<file path="src/rtl/rtccr_pkg.sv">
// rtccr_pkg: register map, field layout and reset values of the counter block.
// assumes an 8-bit register file reached by word index over a 32-bit APB.
package rtccr_pkg;
   localparam int ADDR_W = 8;
   // register indices; byte address is four times the index
   localparam logic [5:0] IDX_RUN_CONTROL  = 6'h00;
   localparam logic [5:0] IDX_SYNC_BUSY    = 6'h01;
   localparam logic [5:0] IDX_IRQ_ENABLE   = 6'h02;
   localparam logic [5:0] IDX_IRQ_FLAGS    = 6'h03;
   localparam logic [5:0] IDX_BYTE_STAGING = 6'h04;
   localparam logic [5:0] IDX_DEBUG_HALT   = 6'h05;
   localparam logic [5:0] IDX_TICK_SOURCE  = 6'h07;
   localparam logic [5:0] IDX_COUNT_LO     = 6'h08;
   localparam logic [5:0] IDX_PERIOD_LO    = 6'h0a;
   localparam logic [5:0] IDX_COMPARE_LO   = 6'h0c;
   localparam logic [5:0] IDX_PERIODIC_CTL = 6'h10;
   localparam logic [5:0] HIGH_BYTE_STEP   = 6'h01;
   // field positions
   localparam int RUN_BIT_POS      = 0;
   localparam int PRESCALER_LSB    = 3;
   localparam int RUN_STANDBY_POS  = 7;
   localparam int FLAG_WRAP_POS    = 0;
   localparam int FLAG_CMP_POS     = 1;
   localparam int DEBUG_RUN_POS    = 0;
   localparam int PERIODIC_EN_POS  = 0;
   localparam int INTERVAL_LSB     = 3;
   // sync channels, also busy bit positions
   localparam int SYNC_CONTROL     = 0;
   localparam int SYNC_COUNT       = 1;
   localparam int SYNC_PERIOD      = 2;
   localparam int SYNC_COMPARE     = 3;
   localparam int SYNC_CHANNELS    = 4;
   // reset values
   localparam logic [15:0] PERIOD_RESET = 16'hffff;
   localparam logic [15:0] WORD_RESET   = 16'h0000;
   localparam logic [7:0]  BYTE_RESET   = 8'h00;
   // tick source codes
   localparam logic [1:0] SRC_FAST     = 2'h0;
   localparam logic [1:0] SRC_SLOW     = 2'h1;
   localparam logic [1:0] SRC_EXTERNAL = 2'h3;
   // ticks of the selected source a written value needs before it takes effect
   localparam logic [1:0] SYNC_TICKS   = 2'h2;
   localparam logic [3:0] INTERVAL_OFF = 4'h0;
   localparam logic [3:0] INTERVAL_RSV = 4'hf;

   typedef struct packed {
      logic       run_standby;
      logic [3:0] prescaler;
      logic       run;
   } rtccr_control_s;

   localparam rtccr_control_s CONTROL_RESET = '{1'b0, 4'h0, 1'b0};
endpackage

</file>
<file path="src/rtl/rtccr_top.sv">
// rtccr_top: 16-bit tick counter with period wrap, compare flag, periodic
// tick unit and an APB register slave.
// assumes tick source inputs are synchronous to pclk and slower than pclk/2.
//
// Behaviour
// counter stays idle while run bit is 0, runs when 1
// busy bits 3..0 show compare, period, count, control writes in flight
// compare interrupt requested when compare flag and its enable are set
// wrap interrupt requested when wrap flag and its enable are set
// count returns to zero on the tick after it equals period
// compare flag set on count equal compare; write 1 clears
// wrap flag set when count wraps; write 1 clears
// one 8-bit staging register shared by every 16-bit register
// debug halt stops counting unless run-while-halted bit is 1
// tick source 0 fast, 1 slow, 3 external pin, 2 reserved
// written count takes effect after two ticks of the selected source
// written period takes effect after two ticks of the selected source
// 16-bit values: low byte at base index, high byte at base plus one
// period resets to all ones
// interrupt request holds while flag and enable both set
// prescaler divides tick by two to the code, applied two ticks later
// interval code 0 off, 1..14 gives 4..32768 ticks, 15 reserved
// bit 0 of periodic control enables the periodic tick unit
// low read copies high byte to staging; high write commits both bytes
// counter advances by one on each prescaled tick while enabled
`timescale 1ns/1ps
module rtccr_top #(
   parameter int CNT_W = 16
) (
   input  wire logic        pclk,
   input  wire logic        presetn,
   input  wire logic        psel,
   input  wire logic        penable,
   input  wire logic        pwrite,
   input  wire logic [7:0]  paddr,
   input  wire logic [31:0] pwdata,
   output logic             pready,
   output logic [31:0]      prdata,
   output logic             pslverr,
   input  wire logic        internal_fast_tick,
   input  wire logic        internal_slow_tick,
   input  wire logic        external_tick_pin,
   input  wire logic        debug_halt,
   output logic             irq_counter,
   output logic             periodic_tick_pulse
);
   rtccr_pkg::rtccr_control_s control_sw;
   rtccr_pkg::rtccr_control_s control_act;
   logic [7:0]       irq_enable;
   logic [1:0]       irq_flags;
   logic [7:0]       byte_staging;
   logic             run_while_halted;
   logic [1:0]       tick_source_select;
   logic [15:0]      count_value;
   logic [15:0]      count_sw;
   logic [15:0]      period_sw;
   logic [15:0]      period_act;
   logic [15:0]      compare_sw;
   logic [15:0]      compare_act;
   logic [7:0]       periodic_ctl;
   logic [14:0]      presc_cnt;
   logic [15:0]      periodic_cnt;
   logic             src_level;
   logic             src_q;
   logic             raw_tick;
   logic             halted;
   logic             presc_tick;
   logic             count_tick;
   logic             wrap_event;
   logic             compare_match;
   logic [3:0]       sync_pending;
   logic [3:0]       sync_start;
   logic [3:0]       sync_apply;
   logic             acc;
   logic             wr;
   logic             rd;
   logic [5:0]       idx;
   logic             mapped;
   logic [7:0]       wbyte;
   logic [7:0]       next_rdata;
   logic [15:0]      next_count;
   logic [14:0]      presc_mask;
   logic [15:0]      interval_last;

   assign idx    = paddr[7:2];
   assign acc    = psel & penable;
   assign wr     = acc & pwrite;
   assign rd     = acc & ~pwrite;
   assign wbyte  = pwdata[7:0];
   assign pready = 1'b1;

   always_comb begin
      case (idx)
         rtccr_pkg::IDX_RUN_CONTROL, rtccr_pkg::IDX_SYNC_BUSY,
         rtccr_pkg::IDX_IRQ_ENABLE, rtccr_pkg::IDX_IRQ_FLAGS,
         rtccr_pkg::IDX_BYTE_STAGING, rtccr_pkg::IDX_DEBUG_HALT,
         rtccr_pkg::IDX_TICK_SOURCE, rtccr_pkg::IDX_COUNT_LO,
         rtccr_pkg::IDX_COUNT_LO + rtccr_pkg::HIGH_BYTE_STEP,
         rtccr_pkg::IDX_PERIOD_LO,
         rtccr_pkg::IDX_PERIOD_LO + rtccr_pkg::HIGH_BYTE_STEP,
         rtccr_pkg::IDX_COMPARE_LO,
         rtccr_pkg::IDX_COMPARE_LO + rtccr_pkg::HIGH_BYTE_STEP,
         rtccr_pkg::IDX_PERIODIC_CTL: mapped = 1'b1;
         default: mapped = 1'b0;
      endcase
   end
   assign pslverr = acc & ~mapped;

   // tick source select and edge detect
   always_comb begin
      case (tick_source_select)
         rtccr_pkg::SRC_FAST:     src_level = internal_fast_tick;
         rtccr_pkg::SRC_SLOW:     src_level = internal_slow_tick;
         rtccr_pkg::SRC_EXTERNAL: src_level = external_tick_pin;
         default:                 src_level = 1'b0;
      endcase
   end

   always_ff @(posedge pclk or negedge presetn) begin
      if (!presetn) begin
         src_q <= 1'b0;
      end else begin
         src_q <= src_level;
      end
   end
   assign raw_tick = src_level & ~src_q;
   assign halted   = debug_halt & ~run_while_halted;

   // write crossing: each channel waits two raw ticks before applying
   assign sync_start[rtccr_pkg::SYNC_CONTROL] =
      wr & (idx == rtccr_pkg::IDX_RUN_CONTROL);
   assign sync_start[rtccr_pkg::SYNC_COUNT] =
      wr & (idx == rtccr_pkg::IDX_COUNT_LO + rtccr_pkg::HIGH_BYTE_STEP);
   assign sync_start[rtccr_pkg::SYNC_PERIOD] =
      wr & (idx == rtccr_pkg::IDX_PERIOD_LO + rtccr_pkg::HIGH_BYTE_STEP);
   assign sync_start[rtccr_pkg::SYNC_COMPARE] =
      wr & (idx == rtccr_pkg::IDX_COMPARE_LO + rtccr_pkg::HIGH_BYTE_STEP);

   genvar g;
   generate
      for (g = 0; g < rtccr_pkg::SYNC_CHANNELS; g++) begin : g_sync
         logic [1:0] ticks_left;
         always_ff @(posedge pclk or negedge presetn) begin
            if (!presetn) begin
               ticks_left <= 2'h0;
            end else if (sync_start[g]) begin
               ticks_left <= rtccr_pkg::SYNC_TICKS;
            end else if (raw_tick && ticks_left != 2'h0) begin
               ticks_left <= ticks_left - 2'h1;
            end
         end
         assign sync_pending[g] = ticks_left != 2'h0;
         assign sync_apply[g]   = raw_tick & (ticks_left == 2'h1) &
                                  ~sync_start[g];
      end
   endgenerate

   always_ff @(posedge pclk or negedge presetn) begin
      if (!presetn) begin
         control_act <= rtccr_pkg::CONTROL_RESET;
         period_act  <= rtccr_pkg::PERIOD_RESET;
         compare_act <= rtccr_pkg::WORD_RESET;
      end else begin
         if (sync_apply[rtccr_pkg::SYNC_CONTROL]) begin
            control_act <= control_sw;
         end
         if (sync_apply[rtccr_pkg::SYNC_PERIOD]) begin
            period_act <= period_sw;
         end
         if (sync_apply[rtccr_pkg::SYNC_COMPARE]) begin
            compare_act <= compare_sw;
         end
      end
   end

   // prescaler: tick passes when the low code bits of the divider are all 1
   assign presc_mask = 15'((16'h0001 << control_act.prescaler) - 16'h0001);
   assign presc_tick = raw_tick & ((presc_cnt & presc_mask) == presc_mask);
   assign count_tick = presc_tick & control_act.run & ~halted;

   always_ff @(posedge pclk or negedge presetn) begin
      if (!presetn) begin
         presc_cnt <= 15'h0000;
      end else if (!control_act.run) begin
         presc_cnt <= 15'h0000;
      end else if (raw_tick && !halted) begin
         presc_cnt <= presc_cnt + 15'h0001;
      end
   end

   assign wrap_event    = count_tick & (count_value == period_act);
   assign next_count    = wrap_event ? 16'h0000 : count_value + 16'h0001;
   assign compare_match = count_tick & (next_count == compare_act);

   always_ff @(posedge pclk or negedge presetn) begin
      if (!presetn) begin
         count_value <= rtccr_pkg::WORD_RESET;
      end else if (sync_apply[rtccr_pkg::SYNC_COUNT]) begin
         count_value <= count_sw;
      end else if (count_tick) begin
         count_value <= next_count;
      end
   end

   // flags: a set in the same cycle as a clear wins
   always_ff @(posedge pclk or negedge presetn) begin
      if (!presetn) begin
         irq_flags <= 2'h0;
      end else begin
         if (compare_match) begin
            irq_flags[rtccr_pkg::FLAG_CMP_POS] <= 1'b1;
         end else if (wr && idx == rtccr_pkg::IDX_IRQ_FLAGS &&
                      wbyte[rtccr_pkg::FLAG_CMP_POS]) begin
            irq_flags[rtccr_pkg::FLAG_CMP_POS] <= 1'b0;
         end
         if (wrap_event) begin
            irq_flags[rtccr_pkg::FLAG_WRAP_POS] <= 1'b1;
         end else if (wr && idx == rtccr_pkg::IDX_IRQ_FLAGS &&
                      wbyte[rtccr_pkg::FLAG_WRAP_POS]) begin
            irq_flags[rtccr_pkg::FLAG_WRAP_POS] <= 1'b0;
         end
      end
   end

   always_ff @(posedge pclk or negedge presetn) begin
      if (!presetn) begin
         irq_counter <= 1'b0;
      end else begin
         irq_counter <= |(irq_flags & irq_enable[1:0]);
      end
   end

   // software-side registers
   always_ff @(posedge pclk or negedge presetn) begin
      if (!presetn) begin
         control_sw         <= rtccr_pkg::CONTROL_RESET;
         irq_enable         <= rtccr_pkg::BYTE_RESET;
         run_while_halted   <= 1'b0;
         tick_source_select <= rtccr_pkg::SRC_FAST;
         periodic_ctl       <= rtccr_pkg::BYTE_RESET;
      end else if (wr) begin
         case (idx)
            rtccr_pkg::IDX_RUN_CONTROL: begin
               control_sw.run         <= wbyte[rtccr_pkg::RUN_BIT_POS];
               control_sw.prescaler   <=
                  wbyte[rtccr_pkg::PRESCALER_LSB +: 4];
               control_sw.run_standby <= wbyte[rtccr_pkg::RUN_STANDBY_POS];
            end
            rtccr_pkg::IDX_IRQ_ENABLE: begin
               irq_enable <= {6'h00, wbyte[1:0]};
            end
            rtccr_pkg::IDX_DEBUG_HALT: begin
               run_while_halted <= wbyte[rtccr_pkg::DEBUG_RUN_POS];
            end
            rtccr_pkg::IDX_TICK_SOURCE: begin
               tick_source_select <= wbyte[1:0];
            end
            rtccr_pkg::IDX_PERIODIC_CTL: begin
               periodic_ctl <= {1'b0, wbyte[6:3], 2'h0, wbyte[0]};
            end
            default: begin
            end
         endcase
      end
   end

   // staging byte and 16-bit shadows
   always_ff @(posedge pclk or negedge presetn) begin
      if (!presetn) begin
         byte_staging <= rtccr_pkg::BYTE_RESET;
         count_sw     <= rtccr_pkg::WORD_RESET;
         period_sw    <= rtccr_pkg::PERIOD_RESET;
         compare_sw   <= rtccr_pkg::WORD_RESET;
      end else if (wr) begin
         case (idx)
            rtccr_pkg::IDX_BYTE_STAGING,
            rtccr_pkg::IDX_COUNT_LO,
            rtccr_pkg::IDX_PERIOD_LO,
            rtccr_pkg::IDX_COMPARE_LO: begin
               byte_staging <= wbyte;
            end
            rtccr_pkg::IDX_COUNT_LO + rtccr_pkg::HIGH_BYTE_STEP: begin
               count_sw <= {wbyte, byte_staging};
            end
            rtccr_pkg::IDX_PERIOD_LO + rtccr_pkg::HIGH_BYTE_STEP: begin
               period_sw <= {wbyte, byte_staging};
            end
            rtccr_pkg::IDX_COMPARE_LO + rtccr_pkg::HIGH_BYTE_STEP: begin
               compare_sw <= {wbyte, byte_staging};
            end
            default: begin
            end
         endcase
      end else if (rd) begin
         case (idx)
            rtccr_pkg::IDX_COUNT_LO:   byte_staging <= count_value[15:8];
            rtccr_pkg::IDX_PERIOD_LO:  byte_staging <= period_sw[15:8];
            rtccr_pkg::IDX_COMPARE_LO: byte_staging <= compare_sw[15:8];
            default: begin
            end
         endcase
      end
   end

   // read data is captured in the setup cycle so it sits in a flip-flop
   always_comb begin
      case (idx)
         rtccr_pkg::IDX_RUN_CONTROL:
            next_rdata = {control_sw.run_standby, control_sw.prescaler,
                          2'h0, control_sw.run};
         rtccr_pkg::IDX_SYNC_BUSY:    next_rdata = {4'h0, sync_pending};
         rtccr_pkg::IDX_IRQ_ENABLE:   next_rdata = irq_enable;
         rtccr_pkg::IDX_IRQ_FLAGS:    next_rdata = {6'h00, irq_flags};
         rtccr_pkg::IDX_BYTE_STAGING: next_rdata = byte_staging;
         rtccr_pkg::IDX_DEBUG_HALT:   next_rdata = {7'h00, run_while_halted};
         rtccr_pkg::IDX_TICK_SOURCE:
            next_rdata = {6'h00, tick_source_select};
         rtccr_pkg::IDX_COUNT_LO:     next_rdata = count_value[7:0];
         rtccr_pkg::IDX_PERIOD_LO:    next_rdata = period_sw[7:0];
         rtccr_pkg::IDX_COMPARE_LO:   next_rdata = compare_sw[7:0];
         rtccr_pkg::IDX_COUNT_LO + rtccr_pkg::HIGH_BYTE_STEP,
         rtccr_pkg::IDX_PERIOD_LO + rtccr_pkg::HIGH_BYTE_STEP,
         rtccr_pkg::IDX_COMPARE_LO + rtccr_pkg::HIGH_BYTE_STEP:
            next_rdata = byte_staging;
         rtccr_pkg::IDX_PERIODIC_CTL: next_rdata = periodic_ctl;
         default:                     next_rdata = 8'h00;
      endcase
   end

   always_ff @(posedge pclk or negedge presetn) begin
      if (!presetn) begin
         prdata <= 32'h0000_0000;
      end else if (psel && !penable) begin
         prdata <= {24'h00_0000, next_rdata};
      end
   end

   // periodic tick unit counts raw source ticks
   assign interval_last = 16'((17'h0_0004 << (periodic_ctl[6:3] - 4'h1))
                              - 17'h0_0001);

   always_ff @(posedge pclk or negedge presetn) begin
      if (!presetn) begin
         periodic_cnt        <= 16'h0000;
         periodic_tick_pulse <= 1'b0;
      end else begin
         periodic_tick_pulse <= 1'b0;
         if (!periodic_ctl[rtccr_pkg::PERIODIC_EN_POS] ||
             periodic_ctl[6:3] == rtccr_pkg::INTERVAL_OFF ||
             periodic_ctl[6:3] == rtccr_pkg::INTERVAL_RSV) begin
            periodic_cnt <= 16'h0000;
         end else if (raw_tick && !halted) begin
            if (periodic_cnt >= interval_last) begin
               periodic_cnt        <= 16'h0000;
               periodic_tick_pulse <= 1'b1;
            end else begin
               periodic_cnt <= periodic_cnt + 16'h0001;
            end
         end
      end
   end
endmodule // rtccr_top

</file>
<file path="config.mk">
export PLATFORM = sky130hd
export DESIGN_NAME = rtccr_top
export DESIGN_NICKNAME = d
export VERILOG_FILES = /design/src/rtl/rtccr_pkg.sv /design/src/rtl/rtccr_top.sv
export SDC_FILE = /design/constraint.sdc
export NUM_CORES = 1
export LEC_CHECK = 0
export BUFFER_PORTS_ARGS = -buffer_cell sky130_fd_sc_hd__buf_2
export CORE_UTILIZATION = 35
export DETAILED_ROUTE_END_ITERATION = 10
export GPL_ROUTABILITY_DRIVEN = 0
export PLACE_DENSITY = 0.58
export SETUP_SLACK_MARGIN = 0.1
export SKIP_LAST_GASP = 1
export SLEW_MARGIN = 30
export SYNTH_ARGS = -nofsm -noshare
export SYNTH_HDL_FRONTEND = slang
export SYNTH_SLANG_ARGS = --single-unit
</file>
<file path="constraint.sdc">
create_clock -name pclk -period 6.75 [get_ports pclk]
set_input_delay 1.35 -clock pclk [delete_from_list [all_inputs] [get_ports pclk]]
set_output_delay 1.35 -clock pclk [all_outputs]
set_load 0.02 [all_outputs]
</file>
Word level (Yosys, flattened, before mapping)
Memories as Yosys holds them, arrays and structs flattened.
Index checks and enable logic that the tools add are counted.
W data, S select, Z words.
{ "classes": {"bitwise_logic": 34, "n_eq_ne": 25, "n_addsub": 10, "mul": 0, "shift": 2, "div": 0, "reduce_logical": 43, "mux": 30, "n_lt_le_gt_ge": 1} }
{ "ops": {"columns": ["cell", "count"], "rows": [
  ["$mux W16", 6],
  ["$pmux W8 S11", 1],
  ["$eq A6 B4 Y1 const B", 6],
  ["$add A16 B1 Y16 const B", 2],
  ["$eq A16 B16 Y1", 2],
  ["$mux W15", 2],
  ["$reduce_bool A2 Y1", 13],
  ["$mux W8", 3],
  ["$pmux W8 S3", 1],
  ["$and A1 B1 Y1", 23],
  ["$eq A6 B3 Y1 const B", 3],
  ["$ge A16 B16 Y1", 1],
  ["$mux W2", 8],
  ["$reduce_and A2 Y1", 8],
  ["$shl A3 B4 Y16 const A", 1],
  ["$sub A16 B1 Y16 const B", 1],
  ["$add A15 B1 Y15 const B", 1],
  ["$and A15 B15 Y15", 1],
  ["$eq A15 B15 Y1", 1],
  ["$shl A1 B4 Y15 const A", 1],
  ["$sub A15 B1 Y15 const B", 1],
  ["$eq A6 B2 Y1 const B", 2],
  ["$eq A2 B1 Y1 const B", 5],
  ["$logic_and A1 B1 Y1", 9],
  ["other kinds (20)", 43]
]} }
{ "word_totals": {"ramBits": 0, "romBits": 32, "latchBits": 0, "inputBits": 49, "wordCells": 174, "output_inout_bits": 36, "memories": 1, "reg_bits": 177} }
{ "memory_table": {"columns": ["name", "depth", "width", "read_ports", "rd_clocked_by_memory_dff", "write_ports", "line", "source"], "rows": [
  ["(no name shown)", 32, 1, 1, 0, 0, "rtccr_top.sv:93", "case (idx)"]
]} }

Longest topological paths before layout
Gate-level depths: netlist of the first run.
{ "logic_depth": {"word_depth": 12, "mapped_depth": 19, "mapped_depth_nobuf": 15} }

Worst setup path before layout of the first run
No wires, ideal clock.
{ "synth_path": {"kind": "input -> output", "startpoint": "input port paddr[4]", "endpoint": "output port pslverr", "path_slack_ns": 2.885, "cell_stages": 5, "t_arrival_ns": 2.515, "n_path_buf": 2, "path_cell_list": "clkbuf_1 nor2_1 and4b_1 clkbuf_1 nor3_1"} }
{ "synth_between": {"elab_chain_cells": 4} }
{ "synth_rtl": {"columns": ["element", "line", "source"], "rows": [
  ["start: declaration", "rtccr_top.sv:35", "input wire logic [7:0] paddr,"],
  ["$mem_v2 Z32 W1", null, null],
  ["$mux W1", "rtccr_top.sv:93", null],
  ["$not A1 Y1", "rtccr_top.sv:107", "assign pslverr = acc & ~mapped;"],
  ["$and A1 B1 Y1", "rtccr_top.sv:107", null],
  ["end: declaration", "rtccr_top.sv:39", "output logic pslverr,"]
]} }
No other way between the ends.

Final worst setup path of the first run
{ "layout_path": {"startpoint": "register periodic_ctl[5]", "endpoint": "register periodic_cnt[5]"} }
{ "layout_between": {"elab_chain_cells": 7} }
{ "layout_rtl": {"columns": ["element", "line", "source"], "rows": [
  ["start: declaration", "rtccr_top.sv:60", "logic [7:0] periodic_ctl;"],
  ["start signal: assignment", "rtccr_top.sv:240", "periodic_ctl <= rtccr_pkg::BYTE_RESET;"],
  ["start signal: assignment", "rtccr_top.sv:259", "periodic_ctl <= {1'b0, wbyte[6:3], 2'h0, wbyte[0]};"],
  ["$sub A4 B1 Y4", "rtccr_top.sv:339", "assign interval_last = 16'((17'h0_0004 << (periodic_ctl[6:3] - 4'h1))"],
  ["$shl A3 B4 Y16", "rtccr_top.sv:339", null],
  ["$sub A16 B1 Y16", "rtccr_top.sv:340", "- 17'h0_0001);"],
  ["$ge A16 B16 Y1", "rtccr_top.sv:353", "if (periodic_cnt >= interval_last) begin"],
  ["$mux W16", "rtccr_top.sv:353", null],
  ["$mux W16", "rtccr_top.sv:352", "end else if (raw_tick && !halted) begin"],
  ["$mux W16", "rtccr_top.sv:348", "if (!periodic_ctl[rtccr_pkg::PERIODIC_EN_POS] ||"],
  ["end signal: assignment", "rtccr_top.sv:357", "periodic_cnt <= periodic_cnt + 16'h0001;"],
  ["end: declaration", "rtccr_top.sv:62", "logic [15:0] periodic_cnt;"]
]} }
Parallel ways exist; a longest one is shown, timed or not. The select of a mux whose other input is x is not followed.
A chain may end at the register's enable or synchronous reset.

==> results.yml, run 1 <==
run_status:
  status: "finished, final reports clean"
sta:
  layout_min_cycle_time_ns: 4.17
  final.setup.worst_slack_ns: 2.58
  tightest_slew_ns: 0.853
  maxSlewViolCount: 0
  fin_crit_sh: 0.618
  max_slew_margin: 0.431
  setup_viol: 0
  fmax_mhz: 240
  fin_skew_ns: 0.0137
  fin_tns_setup_ns: 0
  hold_violations: 0
  rsz0062_at_grt: "false"
floorplanning:
  die_area_mm2: 0.0294
  fp.dieW_um: 171
  start_util: 0.359
  rows: 61
  io_pins: 85
  core_region_area_mm2: 0.0280
  die_h_um: 171
clock_tree:
  cts_buffers: 17
  h-tree-depth: 4
  clk_latency_ns: 0.44
  cts_setup_buffers: 0
  cts_tree: "done"
  cts.sinks: 177
  clk_pin_slew_worst_paths_ns: 0.07
  cts_hold_buf: 0
  clk_path_buf_depth: 2
  cts_resized: 0
  root_buffer: "clkbuf_16"
yosys:
  netlist_instances: 1052
  syn-cell-area_mm2: 0.0101
  seq_area_frac_synth: 0.445
  yosys_register_bits: 177
  avgSynthCellArea_um2: 9.56
  yosys_warnings: 0
  synth_cell_types: 71
  ys_async_sr_fraction: 1.00
  synth_ff_type: "dfrtp_1"
  synth_edf_count: 0
power_and_ir_drop:
  power_frac_seq: 0.437
  p_clk_frac: 0.345
  leakage_nw: 4.92
  swShare: 0.330
  intPower_w: 0.00214
  finalPower_w: 0.00319
  p_per_area_mw_per_mm2: 287
  irDropWorstVdd_mv: 0.198
  netSwitchingPower_w: 0.00105
  combinationalPowerShare: 0.218
setup_path:
  crit_top_cell: "a21o_1"
  cp_cell_sequence: "or2_2, nor2_1, nand2_1, ha_1, nor3b_1, a22oi_1, ha_1, a21o_1, a21o_1, a21o_1, a21oi_1, o21ai_0, a21oi_4, o21ai_0, a31oi_1"
  slowest_stage: "a21oi_4"
  crit_required_ns: 7.11
  path_max_fanout: 27
  cp-end-kind: "register"
  startpoint_type: "register"
  worstPathArrival_ns: 4.53
  cp_num_buf_inv: 0
  cp_top_family: "compound AO/OA/AOI/OAI gates"
  cpPeakStageDelay_ns: 0.65
  crit_type: "register to register"
global_routing:
  grt_pass1_vias: 7243
  gr-total-overflow: 0
  grt_max_degree: 122
  grt.total_usage: 0.188
  antenna_found_initial: 1
  grt_pass1_wl_um: 41900
placement:
  dpl.hpwl_um: 18600
  pre_cts_ws_ns: 2.44
  portBuffers: 33
finish:
  syn_to_final_growth_pct: 10.6
  final_cell_mix: "145 x dfrtp_1, 135 x nand2_1, 75 x mux2_2"
  diodes: 0
  drive_gt1_frac: 0.192
  nFillCells: 2795
  layout_commonest_cell: "dfrtp_1"
  finish.net_count: 1128
routing:
  drcViolationCount: 0
  avgRoutedWirePerCell_um: 18.6
  ant_nets: 0
  firstDrtPassIters: 5
  drt_iter0_markers: 686
  via_per_inst: 5.39
  wl_um: 26800
  vias: 7784
run:
  cap_violations: 0
min_path:
  hp-class: "register to register"
-- flip-flops by register name (all words and copies together), names as in the netlist, 15 cells and up --
name,count
compare_sw,16
compare_act,16
presc_cnt,15
count_value,16
periodic_cnt,16
period_act,16
count_sw,16
period_sw,16
-- Yosys cell counts (all sizes together), types with 6 or more instances --
library cell / instances / area, µm²
dfrtp: 145 / 3630
nand2: 136 / 513
mux2: 75 / 845
nor2: 61 / 231
o21ai: 61 / 305
a21oi: 58 / 290
clkbuf: 53 / 199
xnor2: 39 / 342
buf: 32 / 229
dfstp: 32 / 841
inv: 31 / 116
ha: 27 / 338
nand3: 27 / 140
a31oi: 23 / 144
nor3: 22 / 126
a22oi: 21 / 158
nand2b: 20 / 125
a21o: 14 / 105
and2: 14 / 87.6
and3: 13 / 81.3
nand4: 11 / 68.8
xor2: 11 / 96.3
a221o: 9 / 90.1
a221oi: 9 / 78.8
or3: 9 / 56.3
a21boi: 8 / 60.1
nor4: 8 / 50.1
or2: 8 / 50.1
nor2b: 6 / 37.5
o311ai: 6 / 52.6
-- cells by family (layout without fill, tap and decap cells) --
family | count (synthesis) | count (layout) | synth area share
simple gates | 349 | 349 | 0.168
compound gates | 252 | 252 | 0.168
mux | 78 | 78 | 0.0870
flops | 177 | 177 | 0.445
fa+ha+maj | 28 | 28 | 0.0346
xor+xnor | 50 | 50 | 0.0436
buf+inv | 116 | 106 | 0.0541
other cells | 2 | 25 | 0.000747
-- path summary, 6_finish.rpt --
kind                            startpoint                       to  slack, ns  depth (start not counted)
min                           period_sw[5]             period_sw[5]       0.46                          2
min reg2reg                   period_sw[5]             period_sw[5]       0.46                          2
max reg2reg                periodic_ctl[5]          periodic_cnt[5]       2.58                         15
max                        periodic_ctl[5]          periodic_cnt[5]       2.58                         15
min in group asynchronous          presetn             presc_cnt[2]       0.84                          1
max in group asynchronous          presetn  g_sync[2].ticks_left[0]       4.79                          2
-- layout make-up --
cell class | count | area (µm²) | area share
Timing Repair Buffer | 43 | 270 | 0.0243
Clock inverter | 14 | 204 | 0.0183
Inverter | 31 | 116 | 0.0105
Tap cell | 378 | 473 | 0.0425
Sequential cell | 177 | 4470 | 0.402
Clock buffer | 18 | 439 | 0.0395
Multi-Input combinational cell | 782 | 5140 | 0.463
-- through the flow --
stage / instance area, µm² / instances / util / hold slack [ns]
after detailed placement: 10400 / 1410 / 0.373 / 0.456
after global routing: 11100 / 1443 / 0.397 / 0.475
final: 11100 / 1443 / 0.397 / 0.464
after global placement: 10400 / 1410 / 0.372 / 0.454
after floorplan: 10100 / 1075 / - / 0.440
after CTS: 11100 / 1442 / 0.396 / 0.466
-- layer usage --
layer | vias to the layer above | GRT usage | routed length (µm)
met5 | - | 0 | 13
met4 | 2 | 0.0641 | 606
met3 | 37 | 0.0368 | 1470
met2 | 228 | 0.284 | 11900
met1 | 3817 | 0.267 | 12800
li1 | 3700 | - | -
-- worst register-to-register path: stages (launching register included) --
cell	delay [ns]
dfrtp_1	0.55
or2_2	0.41
nor2_1	0.15
nand2_1	0.08
ha_1	0.34
nor3b_1	0.30
a22oi_1	0.15
ha_1	0.20
a21o_1	0.17
a21o_1	0.18
a21o_1	0.17
a21oi_1	0.13
o21ai_0	0.25
a21oi_4	0.65
o21ai_0	0.20
a31oi_1	0.20
-- power by group through the flow --
| stage | combinational [W] | sequential [W] | clock, W |
|---|---|---|---|
| after global routing | 0.000776 | 0.00142 | 0.00116 |
| after detailed placement | 0.000691 | 0.00141 | 0 |
| final | 0.000695 | 0.00140 | 0.00110 |
| after floorplan | 0.000632 | 0.00127 | 0 |
| after global placement | 0.000675 | 0.00140 | 0 |
| after CTS | 0.000696 | 0.00139 | 0.00111 |
(Power assumes the default switching activity.)
==> inputs of run 2 (changes only) <==
- clock period: 6.75 -> 4 ns (I/O delays scaled with it)
==> run 2 against run 1 <==
  * Flip-flop and latch count is the same
  * Utilization up 0.15 points
  * Final cell count up 1.1%
  * Via count grew 1.4%
  * Clock power grew 55%
  * Hold slack worse by 0.14 ns
  * Die area stayed put
  * Clock-buffer cell count grew 1
  * Clock skew up 0.0021 ns
  * Routed wire length decreased by 0.29%
  * Highest routed layer unchanged
  * Sequential share of layout area down 0.15 points
  * Largest power group unchanged
==> results.yml, run 2 (same netlist as run 1, synthesis figures left out) <==
power_and_ir_drop:
  leakage_nw: 4.96
  finalPower_w: 0.00523
  intPower_w: 0.00340
  netSwitchingPower_w: 0.00183
  combinationalPowerShare: 0.224
  swShare: 0.350
  irDropWorstVdd_mv: 0.317
  p_clk_frac: 0.326
  power_frac_seq: 0.450
  p_per_area_mw_per_mm2: 469
sta:
  fin_crit_sh: 0.879
  fin_tns_setup_ns: 0
  maxSlewViolCount: 0
  tightest_slew_ns: 0.828
  timing.hold.ws_ns: 0.329
  rsz0062_at_grt: "false"
  max_slew_margin: 0.448
  layout_min_cycle_time_ns: 3.52
  fin_skew_ns: 0.0158
  fmax_mhz: 284
  setup_viol: 0
  hold_violations: 0
clock_tree:
  cts.sinks: 177
  root_buffer: "clkbuf_16"
  cts_setup_buffers: 0
  cts_tree: "done"
  h-tree-depth: 4
  clk_latency_ns: 0.45
  cts_hold_buf: 0
  cts_buffers: 17
  clk_path_buf_depth: 2
  clk_pin_slew_worst_paths_ns: 0.07
setup_path:
  slowest_stage: "dfrtp_1"
  crit_top_cell: "ha_1"
  r2r_cells: 13
  crit_required_ns: 4.33
  crit_type: "register to register"
  cpPeakStageDelay_ns: 0.56
  startpoint: "periodic_ctl[3]"
  path_max_fanout: 17
  timing.rr.start: "periodic_ctl[3]"
  cp-end-kind: "register"
  r2r-end: "periodic_cnt[3]"
  startpoint_type: "register"
  worstPathArrival_ns: 3.85
  rrSetupSlack_ns: 0.48
  cp_cell_sequence: "nor2b_1, nand2_1, ha_1, nor3b_1, a22oi_1, ha_1, nand4_1, or3_1, o21ai_1, a21oi_2, buf_4, a21o_1, a22o_1"
finish:
  fin_area_mm2: 0.0112
  finish.net_count: 1143
  final_cell_mix: "145 x dfrtp_1, 135 x nand2_1, 75 x mux2_2"
  drive_gt1_frac: 0.200
  syn_to_final_growth_pct: 11.0
  layout_commonest_cell: "dfrtp_1"
routing:
  vias: 7894
  drt_iter0_markers: 667
  drcViolationCount: 0
  firstDrtPassIters: 7
  avgRoutedWirePerCell_um: 18.3
  ant_nets: 0
  via_per_inst: 5.41
  wl_um: 26700
floorplanning:
  start_util: 0.359
  fp.dieW_um: 171
  rows: 61
  io_pins: 85
  die_h_um: 171
  die_area_mm2: 0.0294
  core_region_area_mm2: 0.0280
global_routing:
  antenna_found_initial: 1
  grt_max_degree: 64
  grt_pass1_vias: 7306
  gr-total-overflow: 0
  grt_pass1_wl_um: 42500
  grt.total_usage: 0.191
min_path:
  hp-class: "primary input to async pin"
placement:
  portBuffers: 33
  dpl.hpwl_um: 18900
  postPlaceCellArea_mm2: 0.0106
run_status:
  status: "finished, final reports clean"
run:
  cap_violations: 0
run 2: how the worst max path moves through the flow:
stage,to,slack (ns)
2_1_floorplan,periodic_cnt[9],0.24
3_3_place_gp,periodic_cnt[3],0.42
3_5_place_dp,periodic_cnt[3],0.36
4_1_cts,periodic_cnt[3],0.35
5_1_grt,periodic_cnt[5],0.16
6_report,periodic_cnt[3],0.48
run 2: through the flow:
step                cells  worst slack (ns)  utilization
floorplan            1075             0.240            -
global placement     1426             0.419        0.377
detailed placement   1426             0.362        0.377
CTS                  1458             0.346        0.398
global route         1458             0.165        0.398
finish               1459             0.483        0.398
run 2: timing repair:
item                                    CTS  global route
endpoints found under the setup margin    0             5
endpoints found under the hold margin     0             0
gates resized for setup                   0             1
run 2: worst max-delay path, delay by kind of cell (launching register included):
kind | cells | cell delay (ns)
and+or+nand+nor | 5 | 1.12
buffers and inverters | 1 | 0.20
AOI/OAI and AO/OA | 5 | 0.88
DFF | 1 | 0.56
adders and majority gates | 2 | 0.63
run 2: layer usage:
| layer | wire [µm] | share of wire | GRT usage |
|---|---|---|---|
| met5 | 9 | 0.00034 | 0 |
| met4 | 404 | 0.015 | 0.0578 |
| met3 | 1610 | 0.060 | 0.0412 |
| met2 | 12100 | 0.45 | 0.285 |
| met1 | 12600 | 0.47 | 0.273 |
run 2: power groups by stage:
stage	sequential (W)	clock (W)	combinational (W)
after global routing	0.00239	0.00180	0.00133
after floorplan	0.00214	0	0.00107
final	0.00235	0.00171	0.00117
after CTS	0.00234	0.00174	0.00118
after global placement	0.00237	0	0.00115
after detailed placement	0.00238	0	0.00117
run 2: area by class of cell:
cell class	instances	area, µm²
fillers	2771	16900
well taps	378	473
diodes	1	2.50
multi-input cells	782	5130
flip-flops and latches	177	4470
repair buffers	58	374
inverters	31	116
clock inverters	13	143
clock buffers	19	453
